==> src/tmu_pkg.sv <==
// constants and types shared by the trigger mode unit
package tmu_pkg;

    // register offsets (printed values are register numbers, not all multiples of four)
    localparam logic [31:0] TMU_IDX_BOARD_COMMAND   = 32'h0000_0000;
    localparam logic [31:0] TMU_IDX_TRIG_SRC_SEL    = 32'h0000_9C40;
    localparam logic [31:0] TMU_IDX_TRIG_OUT_EN     = 32'h0000_9CA4;
    localparam logic [31:0] TMU_IDX_TRIG_IN_LOAD    = 32'h0000_9CAE;
    localparam logic [31:0] TMU_IDX_STATUS          = 32'h0000_9D00;

    // mode codes written to trigger_source_select
    localparam logic [31:0] TMU_IMMEDIATE_START_MODE = 32'h0000_0000;
    localparam logic [31:0] TMU_RISING_EDGE_MODE     = 32'h0000_4E20;
    localparam logic [31:0] TMU_FALLING_EDGE_MODE    = 32'h0000_4E2A;
    localparam logic [31:0] TMU_ANY_EDGE_MODE        = 32'h0000_4E3E;

    // board command codes
    localparam logic [31:0] TMU_CMD_START              = 32'h0000_0001;
    localparam logic [31:0] TMU_CMD_STOP               = 32'h0000_0002;
    localparam logic [31:0] TMU_FORCE_TRIGGER_CODE     = 32'h0000_0010;

    // reset values
    localparam logic [31:0] TMU_MODE_RST     = TMU_IMMEDIATE_START_MODE;
    localparam logic        TMU_OUT_EN_RST   = 1'b0;
    localparam logic        TMU_LOAD_RST     = 1'b0;

    // status register field positions
    localparam int TMU_ST_ARMED_BIT   = 0;
    localparam int TMU_ST_REPLAY_BIT  = 1;
    localparam int TMU_ST_RUN_BIT     = 2;
    localparam int TMU_ST_LEVEL_BIT   = 3;

    // timing: setup time before an immediate start, and trigger output pulse width
    localparam int TMU_SETUP_NS       = 40;
    localparam int TMU_CLK_PERIOD_NS  = 10;
    localparam int TMU_SETUP_CYC      = (TMU_SETUP_NS + TMU_CLK_PERIOD_NS - 1) / TMU_CLK_PERIOD_NS;
    localparam int TMU_PULSE_NS       = 40;
    localparam int TMU_PULSE_CYC      = TMU_PULSE_NS / TMU_CLK_PERIOD_NS;
    localparam int TMU_SYNC_STAGES    = 2;

    typedef enum logic [2:0] {
        TMU_IDLE,
        TMU_SETUP,
        TMU_ARMED,
        TMU_REPLAY,
        TMU_REARM
    } tmu_state_t;

endpackage : tmu_pkg

==> src/tmu_edge_detect.sv <==
// synchroniser and edge detector for the external trigger input
`timescale 1ns/10ps
module tmu_edge_detect
    import tmu_pkg::*;
(
    // clock and reset
    input  wire logic ref_clk,
    input  wire logic rst_n,
    input  wire logic clk_en,
    // raw input
    input  wire logic async_in,
    // synchronised outputs
    output logic      level,
    output logic      rise,
    output logic      fall
);

    typedef struct packed {
        logic [TMU_SYNC_STAGES-1:0] sync;
        logic                       prev;
    } tmu_ed_state_t;

    tmu_ed_state_t st_r;
    tmu_ed_state_t st_nxt;

    //////////////////////////////////////////////////////////////////////////
    // two-stage synchroniser
    always_comb begin
        st_nxt      = st_r;
        st_nxt.sync = {st_r.sync[TMU_SYNC_STAGES-2:0], async_in};
        st_nxt.prev = st_r.sync[TMU_SYNC_STAGES-1];
    end

    always_ff @(posedge ref_clk) begin
        if (!rst_n) begin
            st_r <= '0;
        end else if (clk_en) begin
            st_r <= st_nxt;
        end
    end

    // edges only look at the last stage, never the first
    assign level = st_r.sync[TMU_SYNC_STAGES-1];
    assign rise  = st_r.sync[TMU_SYNC_STAGES-1] & ~st_r.prev;
    assign fall  = ~st_r.sync[TMU_SYNC_STAGES-1] & st_r.prev;

endmodule : tmu_edge_detect

==> src/tmu_trigger_mode_unit.sv <==
// trigger mode unit: mode selection, edge triggering, force trigger and trigger output
//
// Added by the designer: the strobed register port.
`timescale 1ns/10ps
module tmu_trigger_mode_unit
    import tmu_pkg::*;
(
    // clock, reset, enable
    input  wire logic        ref_clk,
    input  wire logic        rst_n,
    input  wire logic        clk_en,
    // register port
    input  wire logic [31:0] reg_addr,
    input  wire logic [31:0] reg_wdata,
    input  wire logic        reg_wr,
    input  wire logic        reg_rd,
    output logic      [31:0] reg_rdata,
    // replay engine
    input  wire logic        replay_done,
    output logic             replay_start,
    // external trigger connector
    input  wire logic        trig_in,
    output logic             trig_out,
    output logic             trig_out_oe,
    output logic             trig_in_load_en
);

    typedef struct packed {
        logic [31:0] mode;
        logic        out_en;
        logic        load;
        tmu_state_t  fsm;
        logic [7:0]  cnt;
        logic [7:0]  pulse_cnt;
        logic        start_p;
        logic [31:0] rdata;
    } tmu_state_all_t;

    tmu_state_all_t st_r;
    tmu_state_all_t st_nxt;

    logic in_level;
    logic in_rise;
    logic in_fall;

    //////////////////////////////////////////////////////////////////////////
    tmu_edge_detect u_edge (
        .ref_clk  (ref_clk),
        .rst_n    (rst_n),
        .clk_en   (clk_en),
        .async_in (trig_in),
        .level    (in_level),
        .rise     (in_rise),
        .fall     (in_fall)
    );

    //////////////////////////////////////////////////////////////////////////
    logic ext_mode;
    logic edge_hit;
    logic wr_cmd;
    logic force_hit;
    logic [31:0] status;

    always_comb begin
        ext_mode = (st_r.mode == TMU_RISING_EDGE_MODE) || (st_r.mode == TMU_FALLING_EDGE_MODE)
                   || (st_r.mode == TMU_ANY_EDGE_MODE);
        case (st_r.mode)
            TMU_RISING_EDGE_MODE: edge_hit = in_rise;
            TMU_FALLING_EDGE_MODE: edge_hit = in_fall;
            TMU_ANY_EDGE_MODE: edge_hit = in_rise | in_fall;
            default: edge_hit = 1'b0;
        endcase
        wr_cmd    = reg_wr && (reg_addr == TMU_IDX_BOARD_COMMAND);
        force_hit = wr_cmd && (reg_wdata == TMU_FORCE_TRIGGER_CODE);
        status    = '0;
        status[TMU_ST_ARMED_BIT]  = (st_r.fsm == TMU_ARMED);
        status[TMU_ST_REPLAY_BIT] = (st_r.fsm == TMU_REPLAY);
        status[TMU_ST_RUN_BIT]    = (st_r.fsm != TMU_IDLE);
        status[TMU_ST_LEVEL_BIT]  = in_level;
    end

    //////////////////////////////////////////////////////////////////////////
    always_comb begin
        st_nxt         = st_r;
        st_nxt.start_p = 1'b0;
        if (st_r.pulse_cnt != 8'h00) begin
            st_nxt.pulse_cnt = st_r.pulse_cnt - 8'h01;
        end

        // register writes
        if (reg_wr) begin
            case (reg_addr)
                TMU_IDX_TRIG_SRC_SEL: st_nxt.mode = reg_wdata;
                TMU_IDX_TRIG_OUT_EN:  st_nxt.out_en = reg_wdata[0];
                TMU_IDX_TRIG_IN_LOAD: st_nxt.load = reg_wdata[0];
                default: ;
            endcase
        end

        // register reads, data one cycle later
        st_nxt.rdata = '0;
        if (reg_rd) begin
            case (reg_addr)
                TMU_IDX_BOARD_COMMAND: st_nxt.rdata = '0;
                TMU_IDX_TRIG_SRC_SEL:  st_nxt.rdata = st_r.mode;
                TMU_IDX_TRIG_OUT_EN:   st_nxt.rdata = {31'h0000_0000, st_r.out_en};
                TMU_IDX_TRIG_IN_LOAD:  st_nxt.rdata = {31'h0000_0000, st_r.load};
                TMU_IDX_STATUS:        st_nxt.rdata = status;
                default:               st_nxt.rdata = '0;
            endcase
        end

        case (st_r.fsm)
            TMU_IDLE: begin
                if (wr_cmd && reg_wdata == TMU_CMD_START) begin
                    st_nxt.fsm = TMU_SETUP;
                    st_nxt.cnt = 8'(TMU_SETUP_CYC - 1);
                end
            end
            TMU_SETUP: begin
                if (st_r.cnt != 8'h00) begin
                    st_nxt.cnt = st_r.cnt - 8'h01;
                end else if (st_r.mode == TMU_IMMEDIATE_START_MODE) begin
                    st_nxt.fsm     = TMU_REPLAY;
                    st_nxt.start_p = 1'b1;
                end else begin
                    // arm now, older edges never seen
                    st_nxt.fsm = TMU_ARMED;
                end
            end
            TMU_ARMED: begin
                if (edge_hit || force_hit) begin
                    st_nxt.fsm     = TMU_REPLAY;
                    st_nxt.start_p = 1'b1;
                    if (ext_mode || st_r.out_en) begin
                        st_nxt.pulse_cnt = 8'(TMU_PULSE_CYC);
                    end
                end
            end
            TMU_REPLAY: begin
                if (replay_done) begin
                    st_nxt.fsm = TMU_REARM;
                end
            end
            TMU_REARM: begin
                if (st_r.mode == TMU_IMMEDIATE_START_MODE) begin
                    st_nxt.fsm = TMU_IDLE;
                end else begin
                    st_nxt.fsm = TMU_ARMED;
                end
            end
            default: st_nxt.fsm = TMU_IDLE;
        endcase

        // stop always wins the next state, back to idle; a start or output pulse set in the same cycle still goes out
        if (wr_cmd && reg_wdata == TMU_CMD_STOP) begin
            st_nxt.fsm = TMU_IDLE;
        end
    end

    always_ff @(posedge ref_clk) begin
        if (!rst_n) begin
            st_r.mode      <= TMU_MODE_RST;
            st_r.out_en    <= TMU_OUT_EN_RST;
            st_r.load      <= TMU_LOAD_RST;
            st_r.fsm       <= TMU_IDLE;
            st_r.cnt       <= 8'h00;
            st_r.pulse_cnt <= 8'h00;
            st_r.start_p   <= 1'b0;
            st_r.rdata     <= 32'h0000_0000;
        end else if (clk_en) begin
            st_r <= st_nxt;
        end
    end

    //////////////////////////////////////////////////////////////////////////
    assign reg_rdata       = st_r.rdata;
    assign replay_start    = st_r.start_p;
    // immediate-mode starts never load the pulse counter
    assign trig_out        = (st_r.pulse_cnt != 8'h00);
    // driver enable follows mode or register
    assign trig_out_oe     = ext_mode || st_r.out_en;
    assign trig_in_load_en = st_r.load;

endmodule : tmu_trigger_mode_unit

==> config.mk <==
export PLATFORM = sky130hd
export DESIGN_NAME = tmu_trigger_mode_unit
export DESIGN_NICKNAME = d
export VERILOG_FILES = /design/src/tmu_pkg.sv /design/src/tmu_edge_detect.sv /design/src/tmu_trigger_mode_unit.sv
export SDC_FILE = /design/constraint.sdc
export NUM_CORES = 1
export LEC_CHECK = 0
export ABC_AREA = 1
export BUFFER_PORTS_ARGS = -buffer_cell sky130_fd_sc_hd__buf_2
export CAP_MARGIN = 20
export CORE_MARGIN = 1
export CORE_UTILIZATION = 50
export CTS_CLUSTER_DIAMETER = 50
export CTS_CLUSTER_SIZE = 40
export DETAILED_ROUTE_END_ITERATION = 7
export GPL_ROUTABILITY_DRIVEN = 1
export PLACE_DENSITY = 0.77
export SYNTH_ARGS = -nofsm -noshare
export SYNTH_HDL_FRONTEND = slang
export SYNTH_SLANG_ARGS = --single-unit
==> constraint.sdc <==
create_clock -name ref_clk -period 1.5 [get_ports ref_clk]
set_input_delay 0.15 -clock ref_clk [delete_from_list [all_inputs] [get_ports ref_clk]]
set_output_delay 0.15 -clock ref_clk [all_outputs]
set_load 0.1 [all_outputs]
# ---- Yosys cells after proc, flatten, opt, wreduce, memory -nomap -nowiden
# Index checks and enable logic that the tools add are counted.
dict set report totals {
  reg_bits 89
  input_bits 71
  out_inout_bits 36
  wordCells 77
}
dict set report op_classes {
  addsub 2
  n_eq_ne 20
  mux 20
  bitwise_logic 5
  reduce_logical 20
}
# op count
set op_table {}
lappend op_table {{$eq 32x16->1 const B} 4}
lappend op_table {{$pmux 32 s4} 1}
lappend op_table {{$eq 32x15->1 const B} 3}
lappend op_table {{$logic_not 32->1} 2}
lappend op_table {{$eq 32x1->1 const B} 1}
lappend op_table {{$eq 32x2->1 const B} 1}
lappend op_table {{$eq 32x5->1 const B} 1}
lappend op_table {{$mux 32} 1}
lappend op_table {{$mux 8} 4}
lappend op_table {{$pmux 8 s2} 1}
lappend op_table {{$reduce_bool 8->1} 2}
lappend op_table {{$sub 8x1->8 const B} 2}
lappend op_table {{$pmux 3 s5} 1}
lappend op_table {{$mux 3} 4}
lappend op_table {{$mux 11} 1}
lappend op_table {{$mux 9} 1}
lappend op_table {{$reduce_and 3->1} 3}
lappend op_table {{$eq 3x2->1 const B} 2}
lappend op_table {{$ne 3x3->1 const B} 2}
lappend op_table {{$reduce_and 5->1} 1}
lappend op_table {{$logic_and 1x1->1} 4}
lappend op_table {{$logic_or 1x1->1} 4}
lappend op_table {{$ne 2x2->1 const B} 2}
lappend op_table {{$reduce_and 4->1} 1}
lappend op_table {{14 further kinds} 18}

# ---- Depth between registers and ports, before layout
dict set report logic_depth {
  ltp_word 8
  mapped_depth 15
  depth_no_buf 15
}

# ---- Modules after synthesis
# From an unflattened synthesis, not the netlist that was laid out.
dict set report hier_totals {
  cells_unflattened 721
  hier_area_um2 4870.9
}
# mod instances cells_each area_per_inst_um2 seq_area_each_um2
set by_module_without_submodules {}
lappend by_module_without_submodules {tmu_trigger_mode_unit 1 700 4740.8 1721.7}
lappend by_module_without_submodules {tmu_edge_detect 1 21 130.1 60.1}

# ---- Least setup slack after synthesis
# Ideal clock, no wire load.
dict set report synth_timing {
  path_kind {flip-flop to flip-flop}
  start {register st_r[61] in the netlist's numbering}
  end {register st_r[36] in the netlist's numbering}
  setup_time_ps 70
  arrival_ps 2248
  required_ps 1430
  setup_slack_ps -819
  stages_incl_launch_ff 11
  path_buffers 0
  synth_period_minus_slack_ps 2319
  cell_sequence {dfxtp_1 -> inv_1 -> nand2_1 -> nor2_1 -> nand2_1 -> nor2_1 -> o21ai_0 -> nand3_1 -> nand3_1 -> nand3_1 -> a21oi_1}
}
dict set report synth_between {
  elab_chain_cells 7
  word_cells_on_any_way 11
  classes_between {3 x eq/ne; 4 x mux; 4 x reduce/logical}
}
# item line_no
set synth_lines {}
lappend synth_lines {{from (decl)} tmu_trigger_mode_unit.sv:39} ;# tmu_state_all_t st_r;
lappend synth_lines {{from (signal assigned)} tmu_trigger_mode_unit.sv:172} ;# st_r <= st_nxt;
lappend synth_lines {{$eq 32x15->1} tmu_trigger_mode_unit.sv:65} ;# ext_mode = (st_r.mode == TMU_RISING_EDGE_MODE) || (st_r.mode == TMU_FALLING_EDGE_MODE)
lappend synth_lines {{$logic_or 1x1->1} tmu_trigger_mode_unit.sv:65}
lappend synth_lines {{$logic_or 1x1->1 *} tmu_trigger_mode_unit.sv:66} ;# || (st_r.mode == TMU_ANY_EDGE_MODE);
lappend synth_lines {{$logic_or 1x1->1 *} --}
lappend synth_lines {{named net trig_out_oe} tmu_trigger_mode_unit.sv:24} ;# output logic trig_out_oe,
lappend synth_lines {{$mux 8 *} tmu_trigger_mode_unit.sv:135} ;# if (ext_mode || st_r.out_en) begin
lappend synth_lines {{$mux 9 *} tmu_trigger_mode_unit.sv:132} ;# if (edge_hit || force_hit) begin
lappend synth_lines {{$mux 8 *} tmu_trigger_mode_unit.sv:113} ;# case (st_r.fsm)
# Mark *: on every way through the listed nets, which the timed path passes. The rest lies on a longest branch.
# A chain may end at the register's enable or synchronous reset.

# ---- Worst setup path after layout
dict set report layout_timing {
  start {register st_r[58] in the netlist's numbering}
  end {register st_r[49] in the netlist's numbering}
}
dict set report layout_between {
  elab_chain_cells 5
  word_cells_on_any_way 12
  classes_between {4 x eq/ne; 5 x mux; 3 x reduce/logical}
}
# item line_no
set layout_lines {}
lappend layout_lines {{$eq 32x15->1 or $logic_not 32->1 (tied branches)} {tmu_trigger_mode_unit.sv:67, tmu_trigger_mode_unit.sv:123}}
lappend layout_lines {{$pmux 1 s3 or $mux 1 (tied branches)} {tmu_trigger_mode_unit.sv:67, tmu_trigger_mode_unit.sv:123}}
lappend layout_lines {{$logic_or 1x1->1 or $mux 3 (tied branches)} {tmu_trigger_mode_unit.sv:132, tmu_trigger_mode_unit.sv:121}}
lappend layout_lines {{$ne 3x1->1 (no source line) or $pmux 3 s5 (tied branches)} --}
lappend layout_lines {{$reduce_and 5->1 (no source line) or $mux 3 (tied branches)} --}
# Several ways; a longest one is shown, not always the timed one. The select of a mux whose other input is x is not followed.

==> out/results.txt <==
first-pass GRT wire length: 24000 um
clock sink count: 89
Yosys cell types: 38
CTS root buffer: clkbuf_8
Antenna Nets Post-Route: 0
reg2reg start: st_r[58]
Yosys warnings: 0
clock group share of total power: 20.7%
worst slack, placed: -0.320 ns
Crit. Startpoint: st_r[58]
min Tclk post-route: 1.96 ns
CP Capture Type: register
VDD IR max: 1140 uV
synthesized area per cell: 6.91 um^2
status: complete, but fails checks
filler cell count: 656
Worst Setup Start Kind: register
CP required: 1.80 ns
CTS tree: built
pwr dens: 1180 nW/um^2
GR Overflow Total: 0
Mapped Area: 4960 um^2
routability cong.: 0.946
worst setup margin: -0.464 ns
non-filler cells in the finished layout: 1063
Slew headroom: 67.6%
sequential cell area: 1820 um^2
IO Port Bufs: 106
r2r endpoint: st_r[49]
post-synth net total: 793
switching share of power: 38.9%
Final period util: 131%
Max clock buf depth: 2
leak pwr: 3.21 nW
vias in the first global route: 5410
clock skew: 0.0113 ns
number of instances in the placed design: 1014
die footprint: 10300 um^2
failing checks: negative setup slack
CP endpoint: st_r[49]
DP HPWL: 10400 um
worst path arrival time: 2.26 ns
Seq cells post-synth: 89
Hold Path Class: input pin to register
DRT Pass-1 Iters: 8
Core Box Area: 9420 um^2
sequential group share of total power: 32.8%
Crit Path Max Fanout: 5
pin count of the biggest net entering global routing: 53
WHS: 0.00697 ns
R2R setup slack: -0.46 ns
area of the multi-input gates: 2860 um^2
Via density: 5.35
Num CTS Buffers: 9
Fmax: 0.509 GHz
total power: 8.42 mW
Core Rows: 35
# Max-Cap Violations: 0
P_int: 5.15 mW
Combinational Power Share: 46.5%
# H-tree levels: 3
Final Util: 75.7%
layout cells sized above 1: 45.3%
final hold violation count: 0
die height: 102 um
vias after detailed routing: 5688
initial drt markers: 491
Worst Reg-to-Reg Cells: 15
Initial Utilization: 52.7%
Boundary Pins: 107
DR WL/cell: 15.1 um
wirelength, routed: 16100 um
final setup fails: 22
initial antenna violation count: 1
Worst-Skew Late Latency: 0.37 ns
Syn Inst Count: 717
Setup CP Type: register to register
chip width: 102 um
number of remaining DRC errors: 0
Worst-path clk slew: 0.10 ns
max-slew violations: 0
final net count: 1005
worst-margin pin slew: 0.490 ns
Layout area overhead: 43.8%
share of the yosys chip area belonging to registers: 35.9%
unrepaired setup endpoints after global routing: true
diode count: 0
Psw: 3.27 mW
GRT Util Overall: 29.5%
==> Yosys cell counts <==
| library cell | number | area share [%] |
|---|---|---|
| nor4_4 | 1 | 0.43 |
| a211oi_2 | 18 | 4.5 |
| nand3_2 | 2 | 0.40 |
| ha_1 | 5 | 1.3 |
| nand4_1 | 13 | 1.6 |
| a31oi_1 | 1 | 0.13 |
| buf_1 | 1 | 0.076 |
| inv_2 | 2 | 0.15 |
| xor2_1 | 6 | 1.1 |
| nand2_1 | 137 | 10 |
| xnor2_1 | 2 | 0.35 |
| nand2_4 | 1 | 0.23 |
| nor2_8 | 1 | 0.40 |
| buf_6 | 5 | 1.1 |
| nand2_2 | 3 | 0.38 |
| o21ai_1 | 4 | 0.40 |
| buf_2 | 1 | 0.10 |
| nand3_4 | 1 | 0.35 |
| inv_1 | 84 | 6.4 |
| nor4_1 | 4 | 0.50 |
| nor3_4 | 3 | 0.98 |
| and2_1 | 1 | 0.13 |
| and3_1 | 1 | 0.13 |
| clkbuf_1 | 14 | 1.1 |
| o21ai_2 | 1 | 0.18 |
| nor3_1 | 25 | 2.5 |
| nor2_2 | 3 | 0.38 |
| o21bai_1 | 1 | 0.15 |
| nor2_4 | 3 | 0.68 |
| nor2_1 | 121 | 9.2 |
| a211oi_1 | 1 | 0.15 |
| a21oi_1 | 53 | 5.4 |
| buf_4 | 34 | 5.1 |
| dfxtp_1 | 89 | 36 |
| mux2i_1 | 1 | 0.20 |
| o22ai_1 | 3 | 0.38 |
| nand3_1 | 43 | 4.3 |
| o21ai_0 | 28 | 2.8 |
==> flip-flops by register name, summed over array words and instances (netlist names) <==
signal,count
st_r,52
u_edge.st_nxt,1
u_edge.level,1
u_edge.st_r,1
replay_start,1
trig_in_load_en,1
reg_rdata,32
==> per-layer routing <==
layer / share of wire (%) / GRT usage, %
met3: 7.0 / 4.55
met2: 50 / 52.3
met4: 3.4 / 14.4
met5: 0 / 0
met1: 39 / 34.6
==> power by group through the flow <==
| stage | registers (mW) | clock network, mW | logic [mW] |
|---|---|---|---|
| 2_1_floorplan | 2.77 | 0 | 1.73 |
| 3_3_place_gp | 2.74 | 0 | 2.64 |
| 3_5_place_dp | 2.76 | 0 | 2.77 |
| 4_1_cts | 2.72 | 1.73 | 3.44 |
| 5_1_grt | 2.79 | 1.83 | 4.18 |
| 6_report | 2.76 | 1.74 | 3.91 |
==> what timing repair did <==
item / CTS / global route
pin swaps: 21 / 39
endpoints found under the setup margin: 22 / 24
hold buffers: 0 / 0
endpoints found under the hold margin: 0 / 0
gates resized for setup: 41 / 69
buffers inserted: 24 / 11
==> worst min-delay path by stage <==
stage | start | cells past startpoint | endpoint | slack [ns]
floorplan | trig_in | 2 | u_edge.st_nxt[2] | 0.28
global placement | trig_in | 3 | u_edge.st_nxt[2] | 0.39
detailed placement | trig_in | 3 | u_edge.st_nxt[2] | 0.40
CTS | trig_in | 3 | u_edge.st_nxt[2] | 0.009
global route | trig_in | 3 | u_edge.st_nxt[2] | 0.03
finish | trig_in | 3 | u_edge.st_nxt[2] | 0.007
==> cell usage in the layout, fill, tap and decap left out, drive strengths merged <==
cell        n
buf       256
nand2     141
nor2      128
dfxtp      89
inv        88
a21oi      53
nand3      46
o21ai      33
nor3       28
a211oi     19
nand4      13
clkbuf      9
xor2        6
nor4        5
ha          5
o22ai       3
clkinv      3
xnor2       2
and2        1
o21bai      1
a31oi       1
mux2i       1
and3        1
clkinvlp    1
bufinv      1
==> metrics by stage <==
stage	TNS, ns	cell area [um^2]
3_5_place_dp	-13.45	6360
3_3_place_gp	-8.11	6360
4_1_cts	-3.52	6830
5_1_grt	-7.48	7130
6_report	-5.84	7130
2_1_floorplan	-0.519	5080
==> worst max-delay path, stage by stage (launching register included) <==
cell     delay (ns)
dfxtp_2        0.37
nand2_1        0.11
nor2_1         0.19
nand2_1        0.16
nor2_4         0.14
buf_4          0.12
nand3_1        0.07
nand2_1        0.08
nor2_1         0.05
nand3_1        0.06
nand2_1        0.08
nand2_2        0.15
nand2_4        0.08
nand2_1        0.07
nand2_1        0.06
nor2_1         0.10
==> logic make-up after synthesis <==
group	share of synthesized area, %
simple gates	33.0
buf+inv	14.0
compound gates	14.1
flops	35.9
xor+xnor	1.41
fa+ha+maj	1.26
mux	0.202
==> cell type report <==
type / count / share of cell area, %
timing repair buffer: 256 / 24.7
multi-input combinational: 487 / 40.1
clock buffer: 9 / 1.74
sequential: 89 / 25.6
inverter: 86 / 4.53
tap: 129 / 2.26
clock inverter: 7 / 1.09
Note: power is estimated with default switching activity, not from simulation.
